**config.mk**
```make
export PLATFORM = sky130hd
export DESIGN_NAME = i2c_slave_hold_collision_ctrl
export DESIGN_NICKNAME = d
export VERILOG_FILES = /design/src/i2c_hold_pkg.sv /design/src/sync2.sv /design/src/i2c_slave_hold_collision_ctrl.sv
export SDC_FILE = /design/constraint.sdc
export NUM_CORES = 1
export LEC_CHECK = 0
export ABC_AREA = 1
export BUFFER_PORTS_ARGS = -buffer_cell sky130_fd_sc_hd__buf_2
export CAP_MARGIN = 25
export CORE_MARGIN = 2
export CORE_UTILIZATION = 53
export DETAILED_ROUTE_END_ITERATION = 12
export PLACE_DENSITY = 0.78
export SYNTH_ARGS = -nofsm -noshare
export SYNTH_HDL_FRONTEND = slang
export SYNTH_HIERARCHICAL = 1
export SYNTH_SLANG_ARGS = --single-unit
```
**constraint.sdc**
```tcl
create_clock -name clk_i -period 1.77 [get_ports clk_i]
set_clock_uncertainty 0.1 [all_clocks]
set_input_delay 0.177 -clock clk_i [delete_from_list [all_inputs] [get_ports clk_i]]
set_output_delay 0.177 -clock clk_i [all_outputs]
set_load 0.01 [all_outputs]
```
**src/i2c_hold_pkg.sv**
```systemverilog
// Purpose: constants and carriers for the target-side hold and collision control
// Assumes: one system clock at 250 MHz, synchronous active-low reset
// Notes: nothing here is imported; every use is package-qualified
// Notes on behaviour
// Address hold on: after eighth falling clock of matching address, clear release, drive clock low
// Address hold off: no clock stretch after a matching address byte
// Data hold on: after eighth falling clock of data byte, clear release, hold clock low; code holds only a received byte (tx_drive_i low)
// Data hold off: no clock stretch after a received data byte
// Collision detect off: no bus collision events raised as target
// Driving data high but sampling low on rising clock: set collision flag, go idle
// Collision detect on: target-mode collisions raise the collision flag
// Daisy-chain four-wire mode: software may ignore earlier bytes; overflow flag still set
// Held clock stays low until software sets the release bit again
`default_nettype none
package i2c_hold_pkg;
    localparam logic [3:0] bits_per_byte = 4'h8;
    localparam logic [6:0] own_addr_reset = 7'h00;

    typedef enum logic [1:0] {
        st_idle,
        st_addr,
        st_data
    } phase_e;

    typedef struct packed {
        logic scl;
        logic sda;
    } bus_pins_s;
endpackage
`default_nettype wire

```
**src/sync2.sv**
```systemverilog
// Purpose: two-flop synchroniser for one pin bit
// Assumes: input is asynchronous to clk_i
// Notes: the first flop feeds only the second
`timescale 1ns/1ps
`default_nettype none
module sync2 (
    input wire logic clk_i,
    input wire logic nrst_i,
    input wire logic d_i,
    output logic q_o
);
    typedef struct packed {
        logic meta;
        logic q;
    } st_s;
    st_s r;
    st_s next_r;
    always_comb begin
        next_r.meta = d_i;
        next_r.q = r.meta;
    end
    always_ff @(posedge clk_i) begin
        if (!nrst_i) begin
            r <= '{meta: 1'b1, q: 1'b1};
        end else begin
            r <= next_r;
        end
    end
    assign q_o = r.q;
endmodule
`default_nettype wire

```
**src/i2c_slave_hold_collision_ctrl.sv**
```systemverilog
// Purpose: target-side clock stretch after address/data byte and bus collision detect
// Assumes: external controller drives the serial clock; pins sampled by clk_i
// Notes: release bit is set by software via a pulse; hardware clears it on hold
`timescale 1ns/1ps
`default_nettype none
module i2c_slave_hold_collision_ctrl (
    input wire logic clk_i,
    input wire logic nrst_i,
    input wire logic scl_i,
    input wire logic sda_i,
    output logic scl_o,
    output logic scl_oe_o,
    output logic sda_o,
    output logic sda_oe_o,
    input wire logic address_hold_enable_i,
    input wire logic data_hold_enable_i,
    input wire logic target_collision_detect_enable_i,
    input wire logic [6:0] own_addr_i,
    input wire logic release_set_i,
    input wire logic tx_drive_i,
    input wire logic tx_bit_i,
    input wire logic collision_flag_clear_i,
    input wire logic spi_byte_done_i,
    input wire logic rx_buffer_full_i,
    input wire logic overflow_flag_clear_i,
    output logic clock_release_bit_o,
    output logic bus_collision_flag_o,
    output logic receive_overflow_flag_o,
    output logic addr_match_o,
    output logic [7:0] rx_byte_o,
    output logic byte_done_o
);
    typedef struct packed {
        i2c_hold_pkg::bus_pins_s prev;
        i2c_hold_pkg::phase_e phase;
        logic [3:0] bit_cnt;
        logic [7:0] shift;
        logic [7:0] rx_byte;
        logic release_bit;
        logic collision;
        logic overflow;
        logic match;
        logic done;
        logic drive_low_sda;
        logic ack_pending;
    } st_s;

    st_s r;
    st_s next_r;
    i2c_hold_pkg::bus_pins_s pin;
    logic scl_rise;
    logic scl_fall;
    logic start_seen;
    logic stop_seen;
    logic driving_high;
    logic bit_rise;
    logic byte_fall;
    logic ack_fall;
    logic addr_hit;

    sync2 u_sync_scl (
        .clk_i(clk_i),
        .nrst_i(nrst_i),
        .d_i(scl_i),
        .q_o(pin.scl)
    );
    sync2 u_sync_sda (
        .clk_i(clk_i),
        .nrst_i(nrst_i),
        .d_i(sda_i),
        .q_o(pin.sda)
    );

    assign scl_rise = pin.scl && !r.prev.scl;
    assign scl_fall = !pin.scl && r.prev.scl;
    assign start_seen = r.prev.sda && !pin.sda && pin.scl && r.prev.scl;
    assign stop_seen = !r.prev.sda && pin.sda && pin.scl && r.prev.scl;
    assign driving_high = tx_drive_i && tx_bit_i && (r.phase == i2c_hold_pkg::st_data);
    // the count moves on rises, so the clock fall right after a start is no bit
    assign bit_rise = scl_rise && (r.bit_cnt < i2c_hold_pkg::bits_per_byte);
    assign byte_fall = scl_fall && (r.bit_cnt == i2c_hold_pkg::bits_per_byte);
    assign ack_fall = scl_fall && (r.bit_cnt == i2c_hold_pkg::bits_per_byte + 4'h1);
    assign addr_hit = (r.shift[7:1] == own_addr_i);

    always_comb begin
        next_r = r;
        next_r.prev = pin;
        next_r.done = 1'b0;
        if (release_set_i) begin
            next_r.release_bit = 1'b1;
        end
        if (collision_flag_clear_i) begin
            next_r.collision = 1'b0;
        end
        if (overflow_flag_clear_i) begin
            next_r.overflow = 1'b0;
        end
        // overflow rises even when software ignores chained bytes
        if (spi_byte_done_i && rx_buffer_full_i) begin
            next_r.overflow = 1'b1;
        end
        if (scl_fall && r.ack_pending) begin
            next_r.ack_pending = 1'b0;
            next_r.drive_low_sda = 1'b0;
        end
        case (r.phase)
            i2c_hold_pkg::st_idle: begin
                next_r.bit_cnt = 4'h0;
                next_r.drive_low_sda = 1'b0;
            end
            i2c_hold_pkg::st_addr, i2c_hold_pkg::st_data: begin
                // eight data rises and the ack rise
                if (scl_rise && r.bit_cnt <= i2c_hold_pkg::bits_per_byte) begin
                    next_r.bit_cnt = r.bit_cnt + 4'h1;
                end
                if (bit_rise) begin
                    next_r.shift = {r.shift[6:0], pin.sda};
                    // data line low while we drive high: lost the bus
                    if (driving_high && !pin.sda) begin
                        if (target_collision_detect_enable_i) begin
                            next_r.collision = 1'b1;
                        end
                        // with detect off no flag is raised
                        next_r.phase = i2c_hold_pkg::st_idle;
                        next_r.drive_low_sda = 1'b0;
                        next_r.ack_pending = 1'b0;
                    end
                end
                // eighth fall: byte complete
                if (byte_fall) begin
                    next_r.rx_byte = r.shift;
                    next_r.done = 1'b1;
                    if (r.phase == i2c_hold_pkg::st_addr) begin
                        if (addr_hit) begin
                            next_r.match = 1'b1;
                            next_r.drive_low_sda = 1'b1;
                            next_r.ack_pending = 1'b1;
                            if (address_hold_enable_i) begin
                                next_r.release_bit = 1'b0;
                            end
                            // hold off leaves release untouched
                        end else begin
                            next_r.match = 1'b0;
                            next_r.phase = i2c_hold_pkg::st_idle;
                        end
                    end else if (!tx_drive_i) begin
                        next_r.drive_low_sda = 1'b1;
                        next_r.ack_pending = 1'b1;
                        if (data_hold_enable_i) begin
                            next_r.release_bit = 1'b0;
                        end
                        // hold off leaves release untouched
                    end
                end
                // ninth clock done: next byte
                if (ack_fall) begin
                    next_r.bit_cnt = 4'h0;
                    if (r.phase == i2c_hold_pkg::st_addr) begin
                        next_r.phase = i2c_hold_pkg::st_data;
                    end
                end
            end
            default: begin
                next_r.phase = i2c_hold_pkg::st_idle;
            end
        endcase
        if (start_seen) begin
            next_r.phase = i2c_hold_pkg::st_addr;
            next_r.bit_cnt = 4'h0;
            next_r.match = 1'b0;
            next_r.drive_low_sda = 1'b0;
            next_r.ack_pending = 1'b0;
        end else if (stop_seen) begin
            next_r.phase = i2c_hold_pkg::st_idle;
            next_r.match = 1'b0;
            next_r.drive_low_sda = 1'b0;
            next_r.ack_pending = 1'b0;
        end
    end

    // pin history starts at the idle-high level so reset gives no false edge

    always_ff @(posedge clk_i) begin
        if (!nrst_i) begin
            r <= '{prev: '{scl: 1'b1, sda: 1'b1},
                   phase: i2c_hold_pkg::st_idle,
                   bit_cnt: 4'h0,
                   shift: 8'h00,
                   rx_byte: 8'h00,
                   release_bit: 1'b1,
                   collision: 1'b0,
                   overflow: 1'b0,
                   match: 1'b0,
                   done: 1'b0,
                   drive_low_sda: 1'b0,
                   ack_pending: 1'b0};
        end else begin
            r <= next_r;
        end
    end

    // clock held low while release bit is clear
    assign scl_o = 1'b0;
    assign scl_oe_o = !r.release_bit;
    assign sda_o = r.drive_low_sda ? 1'b0 : tx_bit_i;
    // pull for an ack or for a transmitted zero
    assign sda_oe_o = r.drive_low_sda || (tx_drive_i && !tx_bit_i &&
                      r.phase == i2c_hold_pkg::st_data);
    assign clock_release_bit_o = r.release_bit;
    assign bus_collision_flag_o = r.collision;
    assign receive_overflow_flag_o = r.overflow;
    assign addr_match_o = r.match;
    assign rx_byte_o = r.rx_byte;
    assign byte_done_o = r.done;
endmodule
`default_nettype wire

```
# Word level (Yosys, flattened, before mapping)
# Cells that the tools add are included.
# op_classes
addsub,1
magnitude_cmp,2
eq_ne,7
n_mux,37
n_bitwise,1
n_reduce_logical,37
# op_table
op,count
$mux 2,13
$logic_and 1x1->1,19
$mux 1,18
$eq 4x4->1 const B,2
$pmux 4 s2,1
$reduce_and 2->1,4
$eq 7x7->1,1
$logic_not 1->1,6
$mux 6,1
$ne 3x3->1 const B,2
$add 4x1->4 const B,1
$le 4x4->1 const B,1
$lt 4x4->1 const B,1
$mux 4,1
$pmux 2 s2,1
$reduce_bool 2->1,2
$reduce_or 2->1,2
$mux 3,1
$reduce_and 3->1,1
$reduce_or 3->1,1
$eq 2x1->1 const B,1
$eq 2x2->1 const B,1
$logic_not 2->1,1
$pmux 1 s2,1
2 further kinds,2
# word_totals
register_bits,35
input_bits,21
word_cells,103

# Longest topological paths before layout
# logic_depth
ltp_word,13
mapped_depth,10
mapped_depth_nobuf,10

# Hierarchy
# The synthesis kept the hierarchy.
# by_module_without_submodules
mod,instances,cells_each,area_per_inst_um2,seq_area_each_um2
i2c_slave_hold_collision_ctrl,1,228,1629.1,620.6
sync2,2,6,55.1,40.0

# Least setup slack after synthesis
# Ideal clock, no wire load.
# synth_path
kind,register -> register
startpoint,reg r[27] (netlist bit)
endpoint,reg r[0] (netlist bit)
arrival_ns,1.384
path_slack_ns,0.166
stages_incl_launch_ff,8
path_buffers,0
cell_sequence,dfxtp_1 -> inv_1 -> ha_1 -> inv_1 -> nor2_4 -> inv_1 -> o211ai_1 -> a21oi_1
# synth_via
elab_chain_len,9
# synth_rtl
element,line,text
start: declaration,i2c_slave_hold_collision_ctrl.sv:48,st_s r;
start signal: assignment,i2c_slave_hold_collision_ctrl.sv:185,"r <= '{prev: '{scl: 1'b1, sda: 1'b1},"
start signal: assignment,i2c_slave_hold_collision_ctrl.sv:198,r <= next_r;
$eq 2x2->1,"i2c_slave_hold_collision_ctrl.sv:78, i2c_slave_hold_collision_ctrl.sv:106",
$logic_and 1x1->1,i2c_slave_hold_collision_ctrl.sv:78,assign driving_high = tx_drive_i && tx_bit_i && (r.phase == i2c_hold_pkg::st_data);
$logic_and 1x1->1,i2c_slave_hold_collision_ctrl.sv:119,if (driving_high && !pin.sda) begin
$mux 2,i2c_slave_hold_collision_ctrl.sv:119,
$mux 2,i2c_slave_hold_collision_ctrl.sv:116,if (bit_rise) begin
"$mux 2, on equally long branches","i2c_slave_hold_collision_ctrl.sv:146, i2c_slave_hold_collision_ctrl.sv:134",
$mux 2,i2c_slave_hold_collision_ctrl.sv:133,if (r.phase == i2c_hold_pkg::st_addr) begin
$mux 3,i2c_slave_hold_collision_ctrl.sv:130,if (byte_fall) begin
$mux 1 (*),i2c_slave_hold_collision_ctrl.sv:106,case (r.phase)
# Mark *: on every way between the ends. The rest lies on a longest branch, timed or not.
# A chain may end at the register's enable or synchronous reset.

# Final worst setup path
# layout_path
startpoint,reg r[28] (netlist bit)
endpoint,reg r[17] (netlist bit)
# layout_via
elab_chain_len,3
# layout_rtl
element,line
$eq 2x2->1 or $eq 2x1->1 (tied branches),i2c_slave_hold_collision_ctrl.sv:106
$reduce_or 2->1 (*),i2c_slave_hold_collision_ctrl.sv:106
$reduce_and 2->1 (no line) (*),--
# Marks and branches as above.

==> flow_summary.ini <==
[synth]
synth-seq-area-share = 0.4029
synth_seq_cells = 35
yosysTopAreaCellShare = 0.4029
ys_types = 28
synth_area_leaders = dfxtp_1 40%, nand2_1 11%, inv_1 8.8%, a21oi_1 8.3%, o21ai_0 5.2%
syn-cell-area_sq_um = 1739
synth_nets = 268
syn_inst = 240
yosysTopAreaCell = dfxtp_1
synth_area_per_cell_sq_um = 7.247
yosys_warnings = 6

[pwr]
leakagePower_uw = 0.001028
power_switching_uw = 340.9
power_density_nw_per_um2 = 663.0
seqPwrFrac = 0.598
clock_power_share = 0.315
p_int_uw = 1001
switching_share = 0.2541
irDropWorstVdd_mv = 0.4725
pwr-share-comb = 0.087

[timing]
grt_setup_unrepaired = false
slew_viol_final = 0
setup_tns_ns = 0
clock.fmax_mhz = 624.6
hold_violations = 0
fin_crit_sh = 0.9046
finalSetupViolations = 0
min_period_ns = 1.601

[layout]
fin_util = 0.6573
area_delta_synth_final_pct = 16.33
layout.nets = 308
diodes = 0
mostFrequentLayoutCells = 49 x nand2_1, 41 x inv_1, 36 x buf_2, 34 x dfxtp_1, 29 x a21oi_1
drive_gt1_frac = 0.2100
final_common_cell = nand2_1
fill_cells = 292

[floorplanning]
core_sq_um = 3078
die_w_microns = 61.29
placementRows = 20
start_util = 0.5650
die_area_sq_um = 3756
die_y_microns = 61.29
io_pins = 38

[global_routing]
track_usage = 0.2157
grt_max_degree = 23
grt_pass1_vias = 1428
overflow = 0
antenna_found_initial = 0
grt_pass1_wl_microns = 5858

[cts]
clock-root-buffer = clkbuf_4
htreeDepth = 2
clkTransAtPathRegs_ns = 0.10
cts_sinks = 35
cts_made_buffers = 5
cts_tree = built
postCtsSetupBuffers = 0
clk_path_buf_depth = 2
clk_latency_ns = 0.35

[worst_hold_path]
min_path_type = input port to register

[critical_path]
cp-start-kind = register
crit_type = register to register
required_ns = 1.95
crit_fanout = 14
crit_arrival_ns = 1.78
end_kind = register

[status]
outcome = finished clean

[routing]
first_pass_iters = 4
ant_nets = 0
vias = 1578
wire_per_inst_microns = 10.82
drcViolationCount = 0
viasPerCell = 4.855
drt_iter0_drc = 72
totalWireLength_microns = 3517

[placement]
dpl.hpwl_microns = 2586
gp_congestion = 0.9222
numPortBuffers = 36

[job]
cap_violations = 0
-- per-layer routing --
metal,vias up,wire length (microns),track usage
li1,828,-,-
met1,701,1688,0.2562
met2,45,1577,0.3480
met3,4,216,0.09454
met4,0,34,0.07453
met5,-,0,0
-- flip-flops by register name (all words and copies together), names as in the netlist --
name and cells:
bus_collision_flag_o 1, byte_done_o 1, rx_byte_o 8, r 18
u_sync_scl/q_o 1, receive_overflow_flag_o 1, u_sync_sda/next_r 1, u_sync_sda/q_o 1
addr_match_o 1, clock_release_bit_o 1, u_sync_scl/next_r 1
-- layout make-up --
cell class              count  area (sq um)  area share
multi-input cells         147         768.2      0.3797
flip-flops and latches     35         701.9      0.3469
repair buffers             46         272.8      0.1348
inverters                  45         171.4     0.08472
well taps                  44         55.05     0.02721
clock buffers               6         41.29     0.02041
clock inverters             2         12.51    0.006184
-- kinds of logic after synthesis --
logic type	after synthesis	share of synthesized area
AND/OR/NAND/NOR	85	0.2230
XOR/XNOR	2	0.01007
AO/OA/AOI/OAI	52	0.1561
buffers and inverters	58	0.1554
adder cells (fa/ha/maj)	7	0.05036
flip-flops	35	0.4029
other	1	0.002156
-- power groups by stage --
stage                     logic [uW]  registers [uW]  clock network, uW
after floorplan                 61.8             819                  0
final                            117             802                423
after global placement           103             820                  0
after CTS                        116             802                436
after global routing             133             804                477
after detailed placement         104             820                  0
-- worst paths after layout --
path / start / endpoint / slack, ns / cells after the start
setup reg to reg: r[28] / r[17] / 0.17 / 7
hold reg to reg: u_sync_sda/next_r[0] / u_sync_sda/q_o / 0.31 / 2
setup / recovery: r[28] / r[17] / 0.17 / 7
hold / removal: address_hold_enable_i / clock_release_bit_o / 0.03 / 4
-- worst max-delay path, cell delays in order, from the launching register on --
cell and delay (ns):
dfxtp_1 0.38, inv_1 0.08, ha_1 0.33, inv_1 0.12
nor2_4 0.13, buf_4 0.19, o21ai_0 0.09, a21oi_1 0.13
-- stage by stage --
stage                     cells  power [uW]  hold slack, ns  worst slack [ns]  area [sq um]
after floorplan             240       881.2          0.1457            0.1663          1739
after global placement      310       922.6          0.2467            0.1688          1897
after detailed placement    310       924.3          0.2582            0.1302          1897
after CTS                   325        1354         0.01251            0.1046          2021
after global routing        325        1414         0.06370           0.01341          2023
final                       325        1341         0.02663            0.1688          2023
-- synth_stat cells --
master,number
a21oi_1,29
buf_4,9
buf_6,2
clkbuf_2,2
clkinv_2,1
conb_1,1
dfxtp_1,35
ha_1,7
inv_1,41
inv_2,3
nand2_1,49
nand2_2,2
nand2_4,1
nand3_1,11
nand3b_1,1
nand4_1,3
nand4_2,1
nor2_1,11
nor2_2,1
nor2_4,2
nor3_1,2
nor4_1,1
o211ai_1,2
o21ai_0,18
o21ai_1,1
o21ai_2,1
o21bai_1,1
xor2_1,2
-- timing repair --
item	CTS	global route
endpoints found under the setup margin	0	12
resized for setup	0	3
endpoints found under the hold margin	5	0
hold buffers	7	0
(Power assumes the default switching activity.)
